--- config.mk ---
export PLATFORM = sky130hd
export DESIGN_NAME = pbg_port
export DESIGN_NICKNAME = d
export VERILOG_FILES = /design/src/design/pbg_pkg.sv /design/src/design/pbg_sync.sv /design/src/design/pbg_change_det.sv /design/src/design/pbg_port.sv
export VERILOG_INCLUDE_DIRS = /design/src /design/src/design
export SDC_FILE = /design/constraint.sdc
export NUM_CORES = 1
export LEC_CHECK = 0
export ABC_AREA = 1
export BUFFER_PORTS_ARGS = -buffer_cell sky130_fd_sc_hd__buf_2
export CORE_MARGIN = 4
export CORE_UTILIZATION = 50
export CTS_BUF_LIST = sky130_fd_sc_hd__clkbuf_8
export CTS_CLUSTER_DIAMETER = 50
export DETAILED_ROUTE_END_ITERATION = 8
export HOLD_SLACK_MARGIN = 0.1
export PLACE_DENSITY = 0.81
export SYNTH_ARGS = -nofsm -noshare
export SYNTH_HDL_FRONTEND = slang
export SYNTH_SLANG_ARGS = --single-unit
--- constraint.sdc ---
create_clock -name CLK_I -period 1.4 [get_ports CLK_I]
set_input_delay 0.28 -clock CLK_I [delete_from_list [all_inputs] [get_ports CLK_I]]
set_output_delay 0.28 -clock CLK_I [all_outputs]
set_load 0.05 [all_outputs]
--- src/design/pbg_regs.svh ---
`ifndef PBG_REGS_SVH
`define PBG_REGS_SVH

// port geometry
`define PBG_MSB 7
`define PBG_W 8
`define PBG_ANA_HI 4
`define PBG_CHG_LO 4
`define PBG_CHG_HI 7

// bit positions inside the control registers
`define PBG_PULLUP_N_BIT 7
`define PBG_FLAG_BIT 0

// pin roles
`define PBG_SSP_CLK_PIN 1
`define PBG_SSP_DAT_PIN 0
`define PBG_XCVR_MINUS_PIN 2
`define PBG_XCVR_PLUS_PIN 3
`define PBG_ALT_CC_PIN 3
`define PBG_SPP_CS_PIN 4
`define PBG_PROG_PIN 5
`define PBG_PLAIN_PIN 6
`define PBG_PLAIN_IN_PIN 7
`define PBG_EXT_IRQ_HI 2
`define PBG_FAULT_PIN 0

// reset values
`define PBG_DIR_RST 8'hff
`define PBG_LAT_RST 8'h00
`define PBG_ZERO8 8'h00
`define PBG_ONES8 8'hff
`define PBG_PULLUP_N_RST 1'b1
`define PBG_FLAG_RST 1'b0
`define PBG_NIB_RST 4'h0
`define PBG_NIB_ZERO 4'h0
`define PBG_PAIR_RST 2'h0
`define PBG_TRI_RST 3'h0

`endif

--- src/design/pbg_pkg.sv ---
package pbg_pkg;

  // one port-wide byte, analog group, change group, serial pair, irq trio
  typedef logic [7:0] pbg_byte_t;
  typedef logic [4:0] pbg_ana_t;
  typedef logic [3:0] pbg_nib_t;
  typedef logic [1:0] pbg_pair_t;
  typedef logic [2:0] pbg_tri_t;

  // which source drives a pin's output value
  typedef enum logic [1:0] {
    PBG_SRC_LATCH = 2'h0,
    PBG_SRC_SSP = 2'h1,
    PBG_SRC_USB = 2'h2,
    PBG_SRC_ALT = 2'h3
  } pbg_src_t;

endpackage

--- src/design/pbg_sync.sv ---
`timescale 1ns/1ps
`default_nettype none
`include "pbg_regs.svh"

module pbg_sync (
  // clock and reset
  input wire logic clk_i,
  input wire logic rstn_i,
  // asynchronous pin levels and their synchronised copy
  input wire pbg_pkg::pbg_byte_t async_i,
  output pbg_pkg::pbg_byte_t sync_o
);

  pbg_pkg::pbg_byte_t meta_q;
  pbg_pkg::pbg_byte_t sync_q;

  // two-stage synchroniser, first stage read only by the second
  always_ff @(posedge clk_i) begin
    if (!rstn_i) begin
      meta_q <= `PBG_ZERO8;
      sync_q <= `PBG_ZERO8;
    end else begin
      meta_q <= async_i;
      sync_q <= meta_q;
    end
  end

  assign sync_o = sync_q;

endmodule
`default_nettype wire

--- src/design/pbg_change_det.sv ---
`timescale 1ns/1ps
`default_nettype none
`include "pbg_regs.svh"

module pbg_change_det (
  // clock and reset
  input wire logic clk_i,
  input wire logic rstn_i,
  // monitored pins and which of them are compared
  input wire pbg_pkg::pbg_nib_t pins_i,
  input wire pbg_pkg::pbg_nib_t mon_en_i,
  input wire logic snap_load_i,
  // flag access
  input wire logic flag_wr_i,
  input wire logic flag_wdata_i,
  output logic flag_o,
  output logic wake_o
);

  pbg_pkg::pbg_nib_t snap_q;
  pbg_pkg::pbg_nib_t mismatch;
  logic flag_q;
  logic wake_q;

  // compare only enabled inputs with the last snapshot
  assign mismatch = (pins_i ^ snap_q) & mon_en_i;

  // snapshot refreshed by every port read or counted write
  always_ff @(posedge clk_i) begin
    if (!rstn_i) begin
      snap_q <= `PBG_NIB_RST;
    end else if (snap_load_i) begin
      snap_q <= pins_i;
    end
  end

  // flag: a live mismatch wins over a software clear
  always_ff @(posedge clk_i) begin
    if (!rstn_i) begin
      flag_q <= `PBG_FLAG_RST;
    end else if (|mismatch) begin
      flag_q <= 1'b1;
    end else if (flag_wr_i) begin
      flag_q <= flag_wdata_i;
    end
  end

  // wake request follows any mismatch
  always_ff @(posedge clk_i) begin
    if (!rstn_i) begin
      wake_q <= 1'b0;
    end else begin
      wake_q <= |mismatch;
    end
  end

  assign flag_o = flag_q;
  assign wake_o = wake_q;
endmodule
`default_nettype wire

--- src/design/pbg_port.sv ---
// Function
// eight pins, each with own direction bit and output latch bit
// direction one floats the pin as input; zero drives latch value; serial output still drives pins 1,0 when their direction is one
// latch register addressable; its reads return latch, not pin levels
// one active-low bit seven of control two enables all pull-ups
// pull-up forced off on any pin set as output
// all pull-ups disabled after power-on reset
// low five pins reset analog, reading zero; upper three digital inputs
// nonvolatile config bit chooses digital instead of analog reset default
// config set gives analog default, cleared gives digital default
// change detect on pins seven to four, outputs excluded
// each monitored input compared to snapshot from last port read
// mismatches ORed into change flag, bit zero of main control
// change condition can wake the device from sleep
// port access ends mismatch, register move write excepted, then clear
// mismatch keeps setting flag; clear works one cycle after read
// software should avoid polling port while change detect used
// external transceiver data outputs on pins two, three when output
// pin four carries parallel port chip select when output
// serial module clock or data output overrides latch on pins 1,0
// analog selection kills digital input, leaves digital output alone; code masks port read and change-detect enables, peripherals take unmasked pins
// pins feed external irqs, fault input, alternate capture/compare
// low-voltage program config makes pin five program entry only
// port read returns synced pins; port write updates the latch
`timescale 1ns/1ps
`default_nettype none
`include "pbg_regs.svh"

module pbg_port (
  // clock and reset
  input wire logic CLK_I,
  input wire logic RSTN_I,
  // register write strobes and data
  input wire pbg_pkg::pbg_byte_t WDATA_I,
  input wire logic DIR_WR_I,
  input wire logic LAT_WR_I,
  input wire logic PORT_WR_I,
  input wire logic PORT_WR_MOVE_I,
  input wire logic PORT_RD_I,
  input wire logic IRQC2_WR_I,
  input wire logic IRQC_MAIN_WR_I,
  input wire logic ANALOG_WR_I,
  // register read data
  output pbg_pkg::pbg_byte_t PORT_RDATA_O,
  output pbg_pkg::pbg_byte_t LAT_RDATA_O,
  output pbg_pkg::pbg_byte_t DIR_RDATA_O,
  output logic PULLUP_ENABLE_N_O,
  output logic PIN_CHANGE_IRQ_FLAG_O,
  output logic CHANGE_WAKE_O,
  // nonvolatile configuration
  input wire logic LOW_PINS_ANALOG_DEFAULT_CFG_I,
  input wire logic LOW_VOLTAGE_PROGRAM_CFG_I,
  // pad side
  input wire pbg_pkg::pbg_byte_t PIN_I,
  output pbg_pkg::pbg_byte_t PIN_O,
  output pbg_pkg::pbg_byte_t PIN_OE_O,
  output pbg_pkg::pbg_byte_t PULLUP_EN_O,
  output pbg_pkg::pbg_ana_t ANALOG_EN_O,
  // synchronous serial module overrides on pins 1 and 0
  input wire pbg_pkg::pbg_pair_t SYNC_SERIAL_OE_I,
  input wire pbg_pkg::pbg_pair_t SYNC_SERIAL_DO_I,
  output pbg_pkg::pbg_pair_t SYNC_SERIAL_DI_O,
  // external transceiver outputs on pins 2 and 3
  input wire logic USB_EXT_XCVR_I,
  input wire logic XCVR_MINUS_DATA_OUT_I,
  input wire logic XCVR_PLUS_DATA_OUT_I,
  // parallel port chip select on pin 4
  input wire logic PARALLEL_PORT_CS_EN_I,
  input wire logic PARALLEL_PORT_CHIP_SELECT_I,
  // alternate capture / compare on pin 3
  input wire logic CAPTURE_COMPARE_2_OE_I,
  input wire logic CAPTURE_COMPARE_2_OUT_I,
  output logic CAPTURE_COMPARE_2_IN_O,
  // inputs handed to other peripherals
  output pbg_pkg::pbg_tri_t EXT_IRQ_IN_O,
  output logic PWM_FAULT_IN_O,
  output logic SINGLE_SUPPLY_PROGRAM_ENTRY_O
);

  // digital input mask: analog pins, and the program pin under low-voltage program config, read zero
  function automatic pbg_pkg::pbg_byte_t dig_mask(
    input pbg_pkg::pbg_ana_t ana,
    input logic prog
  );
    pbg_pkg::pbg_byte_t m;
    m = `PBG_ONES8;
    m[`PBG_ANA_HI:0] = ~ana;
    if (prog) begin
      m[`PBG_PROG_PIN] = 1'b0;
    end
    return m;
  endfunction

  // output value for one pin from its selected source
  function automatic logic pick_val(
    input pbg_pkg::pbg_src_t src,
    input logic lat,
    input logic ssp,
    input logic usb,
    input logic alt
  );
    case (src)
      pbg_pkg::PBG_SRC_LATCH: pick_val = lat;
      pbg_pkg::PBG_SRC_SSP: pick_val = ssp;
      pbg_pkg::PBG_SRC_USB: pick_val = usb;
      pbg_pkg::PBG_SRC_ALT: pick_val = alt;
      default: pick_val = lat;
    endcase
  endfunction

  pbg_pkg::pbg_byte_t pin_sync;
  pbg_pkg::pbg_byte_t direction_reg_q;
  pbg_pkg::pbg_byte_t output_latch_reg_q;
  pbg_pkg::pbg_byte_t pin_value_reg_q;
  pbg_pkg::pbg_ana_t analog_q;
  logic pullup_enable_n_q;
  pbg_pkg::pbg_byte_t mask;
  pbg_pkg::pbg_byte_t ssp_req;
  pbg_pkg::pbg_byte_t ssp_val;
  pbg_pkg::pbg_byte_t usb_req;
  pbg_pkg::pbg_byte_t usb_val;
  pbg_pkg::pbg_byte_t alt_req;
  pbg_pkg::pbg_byte_t alt_val;
  pbg_pkg::pbg_byte_t drive_d;
  pbg_pkg::pbg_byte_t oe_d;
  pbg_pkg::pbg_byte_t pullup_d;
  pbg_pkg::pbg_byte_t pin_o_q;
  pbg_pkg::pbg_byte_t pin_oe_q;
  pbg_pkg::pbg_byte_t pullup_q;
  pbg_pkg::pbg_pair_t ssp_di_q;
  pbg_pkg::pbg_tri_t ext_irq_q;
  logic fault_q;
  logic cc_in_q;
  logic prog_entry_q;
  logic snap_load;

  // pad inputs pass two flops before any logic
  pbg_sync u_sync (
    .clk_i(CLK_I),
    .rstn_i(RSTN_I),
    .async_i(PIN_I),
    .sync_o(pin_sync)
  );

  assign mask = dig_mask(analog_q, LOW_VOLTAGE_PROGRAM_CFG_I);

  // direction register, all inputs after reset
  always_ff @(posedge CLK_I) begin
    if (!RSTN_I) begin
      direction_reg_q <= `PBG_DIR_RST;
    end else if (DIR_WR_I) begin
      direction_reg_q <= WDATA_I;
    end
  end

  // output latch, written through latch or port address
  always_ff @(posedge CLK_I) begin
    if (!RSTN_I) begin
      output_latch_reg_q <= `PBG_LAT_RST;
    end else if (LAT_WR_I || PORT_WR_I) begin
      output_latch_reg_q <= WDATA_I;
    end
  end

  // shared active-low pull-up control, pull-ups off after reset
  always_ff @(posedge CLK_I) begin
    if (!RSTN_I) begin
      pullup_enable_n_q <= `PBG_PULLUP_N_RST;
    end else if (IRQC2_WR_I) begin
      pullup_enable_n_q <= WDATA_I[`PBG_PULLUP_N_BIT];
    end
  end

  // analog selection of the low pins, reset default from config
  always_ff @(posedge CLK_I) begin
    if (!RSTN_I) begin
      analog_q <= {5{LOW_PINS_ANALOG_DEFAULT_CFG_I}};
    end else if (ANALOG_WR_I) begin
      analog_q <= WDATA_I[`PBG_ANA_HI:0];
    end
  end

  // port read value: synced pins with disabled inputs at zero
  always_ff @(posedge CLK_I) begin
    if (!RSTN_I) begin
      pin_value_reg_q <= `PBG_ZERO8;
    end else begin
      pin_value_reg_q <= pin_sync & mask;
    end
  end

  // peripheral override requests per pin
  always_comb begin
    ssp_req = `PBG_ZERO8;
    ssp_val = `PBG_ZERO8;
    usb_req = `PBG_ZERO8;
    usb_val = `PBG_ZERO8;
    alt_req = `PBG_ZERO8;
    alt_val = `PBG_ZERO8;
    ssp_req[`PBG_SSP_DAT_PIN] = SYNC_SERIAL_OE_I[0];
    ssp_req[`PBG_SSP_CLK_PIN] = SYNC_SERIAL_OE_I[1];
    ssp_val[`PBG_SSP_DAT_PIN] = SYNC_SERIAL_DO_I[0];
    ssp_val[`PBG_SSP_CLK_PIN] = SYNC_SERIAL_DO_I[1];
    usb_req[`PBG_XCVR_MINUS_PIN] = USB_EXT_XCVR_I &&
      !direction_reg_q[`PBG_XCVR_MINUS_PIN];
    usb_req[`PBG_XCVR_PLUS_PIN] = USB_EXT_XCVR_I &&
      !direction_reg_q[`PBG_XCVR_PLUS_PIN];
    usb_val[`PBG_XCVR_MINUS_PIN] = XCVR_MINUS_DATA_OUT_I;
    usb_val[`PBG_XCVR_PLUS_PIN] = XCVR_PLUS_DATA_OUT_I;
    alt_req[`PBG_ALT_CC_PIN] = CAPTURE_COMPARE_2_OE_I &&
      !direction_reg_q[`PBG_ALT_CC_PIN];
    alt_val[`PBG_ALT_CC_PIN] = CAPTURE_COMPARE_2_OUT_I;
    alt_req[`PBG_SPP_CS_PIN] = PARALLEL_PORT_CS_EN_I &&
      !direction_reg_q[`PBG_SPP_CS_PIN];
    alt_val[`PBG_SPP_CS_PIN] = PARALLEL_PORT_CHIP_SELECT_I;
  end

  // per-pin source select and output value
  for (genvar i = 0; i < `PBG_W; i++) begin : g_pin
    pbg_pkg::pbg_src_t src;
    always_comb begin
      if (ssp_req[i]) begin
        src = pbg_pkg::PBG_SRC_SSP;
      end else if (usb_req[i]) begin
        src = pbg_pkg::PBG_SRC_USB;
      end else if (alt_req[i]) begin
        src = pbg_pkg::PBG_SRC_ALT;
      end else begin
        src = pbg_pkg::PBG_SRC_LATCH;
      end
    end
    assign drive_d[i] = pick_val(src, output_latch_reg_q[i],
                                 ssp_val[i], usb_val[i], alt_val[i]);
  end

  // driver enable and pull-up enable
  always_comb begin
    oe_d = ~direction_reg_q | ssp_req;
    pullup_d = direction_reg_q & {`PBG_W{!pullup_enable_n_q}};
    if (LOW_VOLTAGE_PROGRAM_CFG_I) begin
      oe_d[`PBG_PROG_PIN] = 1'b0;
      pullup_d[`PBG_PROG_PIN] = 1'b0;
    end
  end

  // registered pad controls
  always_ff @(posedge CLK_I) begin
    if (!RSTN_I) begin
      pin_o_q <= `PBG_ZERO8;
      pin_oe_q <= `PBG_ZERO8;
      pullup_q <= `PBG_ZERO8;
    end else begin
      pin_o_q <= drive_d;
      pin_oe_q <= oe_d;
      pullup_q <= pullup_d;
    end
  end

  // pin levels handed to other peripherals
  always_ff @(posedge CLK_I) begin
    if (!RSTN_I) begin
      ssp_di_q <= `PBG_PAIR_RST;
      ext_irq_q <= `PBG_TRI_RST;
      fault_q <= 1'b0;
      cc_in_q <= 1'b0;
      prog_entry_q <= 1'b0;
    end else begin
      ssp_di_q <= {pin_sync[`PBG_SSP_CLK_PIN], pin_sync[`PBG_SSP_DAT_PIN]};
      ext_irq_q <= pin_sync[`PBG_EXT_IRQ_HI:0];
      fault_q <= pin_sync[`PBG_FAULT_PIN];
      cc_in_q <= pin_sync[`PBG_ALT_CC_PIN];
      prog_entry_q <= LOW_VOLTAGE_PROGRAM_CFG_I &&
        pin_sync[`PBG_PROG_PIN];
    end
  end

  // snapshot refresh: any read, any write but a register move
  assign snap_load = PORT_RD_I || (PORT_WR_I && !PORT_WR_MOVE_I);

  pbg_change_det u_chg (
    .clk_i(CLK_I),
    .rstn_i(RSTN_I),
    .pins_i(pin_value_reg_q[`PBG_CHG_HI:`PBG_CHG_LO]),
    .mon_en_i(direction_reg_q[`PBG_CHG_HI:`PBG_CHG_LO] &
              mask[`PBG_CHG_HI:`PBG_CHG_LO]),
    .snap_load_i(snap_load),
    .flag_wr_i(IRQC_MAIN_WR_I),
    .flag_wdata_i(WDATA_I[`PBG_FLAG_BIT]),
    .flag_o(PIN_CHANGE_IRQ_FLAG_O),
    .wake_o(CHANGE_WAKE_O)
  );

  // outputs
  assign PORT_RDATA_O = pin_value_reg_q;
  assign LAT_RDATA_O = output_latch_reg_q;
  assign DIR_RDATA_O = direction_reg_q;
  assign PULLUP_ENABLE_N_O = pullup_enable_n_q;
  assign PIN_O = pin_o_q;
  assign PIN_OE_O = pin_oe_q;
  assign PULLUP_EN_O = pullup_q;
  assign ANALOG_EN_O = analog_q;
  assign SYNC_SERIAL_DI_O = ssp_di_q;
  assign EXT_IRQ_IN_O = ext_irq_q;
  assign PWM_FAULT_IN_O = fault_q;
  assign CAPTURE_COMPARE_2_IN_O = cc_in_q;
  assign SINGLE_SUPPLY_PROGRAM_ENTRY_O = prog_entry_q;
endmodule
`default_nettype wire

==> flow_summary.json <==
{
  "fin_crit_ps": 1330,
  "netlist-cell-type-count": 22,
  "diodes": 0,
  "nets": 449,
  "rsz0062_at_grt": "no",
  "dr.first_iter.drc_count": 135,
  "drc": 0,
  "hold_violations": 0,
  "layout-drive-gt1-share_pct": 31.8,
  "syn_area_per_cell_sq_um": 8.82,
  "timing.slew.headroom_pct": 77.7,
  "cp_num_buf_inv": 1,
  "layout_common_cells": "100 x buf_2, 76 x dfxtp_1, 61 x nand2_1",
  "status": "completed",
  "rows": 26,
  "p_sw_uw": 1460,
  "io_pins": 103,
  "clockBufferDepth": 2,
  "htreeDepth": 3,
  "cts.sinks": 81,
  "final_common_cell": "buf_2",
  "final_core_util_pct": 67.3,
  "post_cts_buffers": 0,
  "cpLargestDelayFamily": "flip-flops",
  "register_area_sq_um": 1670,
  "ff2ff_setup_slack_ps": 450,
  "drv_slew": 0,
  "seq_area_frac_synth_pct": 62.3,
  "fmax_mhz": 753,
  "syn_nets": 343,
  "comb_power_share_pct": 15.1,
  "synth_area_sq_um": 2680,
  "powerDensity_nw_per_um2": 1480,
  "area_delta_synth_final_pct": 28.9,
  "yosys-top-cells-area": "dfxtp_1 57%, nand2_1 8.5%, inv_1 6.7%",
  "vias_per_cell": 4.46,
  "io_buffers": 102,
  "worst_path_max_delay_cell": "dfxtp_1",
  "hp-class": "in -> reg",
  "crit_type": "reg -> out",
  "p_int_uw": 3660,
  "synthCells": 304,
  "cts_tree": "built",
  "die_y_microns": 81.2,
  "grt_pass1_vias": 1941,
  "grt_usage_pct": 17.8,
  "initial_utilization_pct": 52.2,
  "multi_input_area_sq_um": 707,
  "grt_max_degree": 39,
  "cp.required_ps": 1120,
  "fill_cells": 453,
  "worst_setup_path_end_kind": "output port",
  "max-cap-violations": 0,
  "fin_worst_skew_ps": 8.92,
  "fp.dieW_microns": 81.2,
  "routed_wl_microns": 5710,
  "crit_chain": "clkbuf_4",
  "synth_top_cell_by_area": "dfxtp_1",
  "crit_path_start_kind": "flip-flop",
  "ir_drop_uv": 1220,
  "drt_pass1_iterations": 4,
  "overflow": 0,
  "fin_crit_sh_pct": 94.9,
  "die_area_sq_um": 6600,
  "root_buffer": "clkbuf_8",
  "ys_ff_latch": 81,
  "core_area_sq_um": 5140,
  "synth_warnings": 0,
  "synth_top_area_share_pct": 56.7,
  "wire_per_inst_microns": 11.8,
  "cp.arrival_ps": 1050,
  "dp_hpwl_microns": 4320,
  "clk_pin_slew_ps": 80,
  "path_max_fanout": 5,
  "antenna_found_initial": 0,
  "gp_congestion": 0.793,
  "setup-tns-final_ps": 0,
  "grt_pass1_wl_microns": 8750,
  "pwr-share-clk_pct": 35.6,
  "p_sw_share_pct": 28.6,
  "final_antenna_net_count": 0,
  "vias": 2165,
  "leakage_uw": 0.00193,
  "worst_pin_slew_ps": 335,
  "cpPeakStageDelay_ps": 430,
  "p_seq_share_pct": 49.3,
  "clk_latency_ps": 340,
  "cts_made_buffers": 9,
  "setup_viol": 0
}
## through the flow
stage | hold slack [ps] | instance area [sq um] | setup WS [ps] | std cells | total power (uW)
2_1_floorplan | 350 | 2680 | 204 | 304 | 3140
3_3_place_gp | 393 | 3220 | 259 | 467 | 3330
3_5_place_dp | 402 | 3220 | 235 | 467 | 3350
4_1_cts | 103 | 3450 | 25.0 | 485 | 5170
5_1_grt | 116 | 3460 | 12.5 | 485 | 5320
6_report | 124 | 3460 | 71.1 | 485 | 5120
## synthesized netlist by cell type
cell	number
edfxtp_1	5
nand2_1	61
o21ai_1	6
nor3_1	2
o211ai_1	2
a21oi_1	17
inv_1	48
nand3_1	8
o21ai_2	1
nor2_4	2
buf_6	2
nor3_2	1
buf_4	9
nor2_1	36
dfxtp_1	76
inv_2	2
or2_1	1
o21ai_0	18
o21bai_4	1
inv_4	1
buf_2	4
nand2_2	1
## routing by layer
| layer | vias to the layer above | track usage (%) | share of wire (%) |
|---|---|---|---|
| met2 | 74 | 30.0 | 49 |
| met3 | 9 | 6.54 | 8.4 |
| met1 | 953 | 20.0 | 40 |
| met4 | 0 | 7.94 | 2.0 |
| li1 | 1129 | - | - |
| met5 | - | 0 | 0 |
## power groups by stage
stage | combinational [uW] | clock, uW | sequential [uW]
global route | 830 | 1960 | 2540
floorplan | 231 | 0 | 2910
finish | 773 | 1820 | 2520
detailed placement | 771 | 0 | 2580
global placement | 759 | 0 | 2580
CTS | 777 | 1860 | 2520
## repair_timing
action,4_1_cts,5_1_grt
hold buffers,2,0
resized for setup,0,2
setup endpoints to repair,0,2
hold endpoints to repair,2,0
## worst paths after layout
kind,startpoint,endpoint,depth (start not counted)
min reg2reg,u_sync.meta_q[4],u_sync.sync_o[4],2
max reg2reg,PORT_RDATA_O[5],u_chg.flag_o,6
min,PIN_I[6],u_sync.meta_q[6],3
max,DIR_RDATA_O[7],DIR_RDATA_O[7],1
## flip-flops by register name, summed over array words and instances, names as in the netlist
name	cells
ANALOG_EN_O	5
CAPTURE_COMPARE_2_IN_O	1
DIR_RDATA_O	8
EXT_IRQ_IN_O	2
LAT_RDATA_O	8
PIN_O	8
PIN_OE_O	8
PORT_RDATA_O	8
PULLUP_ENABLE_N_O	1
PULLUP_EN_O	8
SINGLE_SUPPLY_PROGRAM_ENTRY_O	1
SYNC_SERIAL_DI_O	1
u_chg.flag_o	1
u_chg.snap_q	4
u_chg.wake_o	1
u_sync.meta_q	8
u_sync.sync_o	8
## cell families after synthesis
logic type / synth area share [%]
flops: 62.3
simple gates: 17.1
buf+inv: 11.3
compound gates: 9.24
## area by class of cell
cell class / instances / share of cell area, %
multi-input cells: 157 / 20.4
repair buffers: 110 / 16.8
flip-flops and latches: 81 / 48.3
clock inverters: 7 / 2.71
clock buffers: 9 / 3.58
well taps: 70 / 2.53
inverters: 51 / 5.61
No activity file was read; power rests on OpenSTA's default activity.
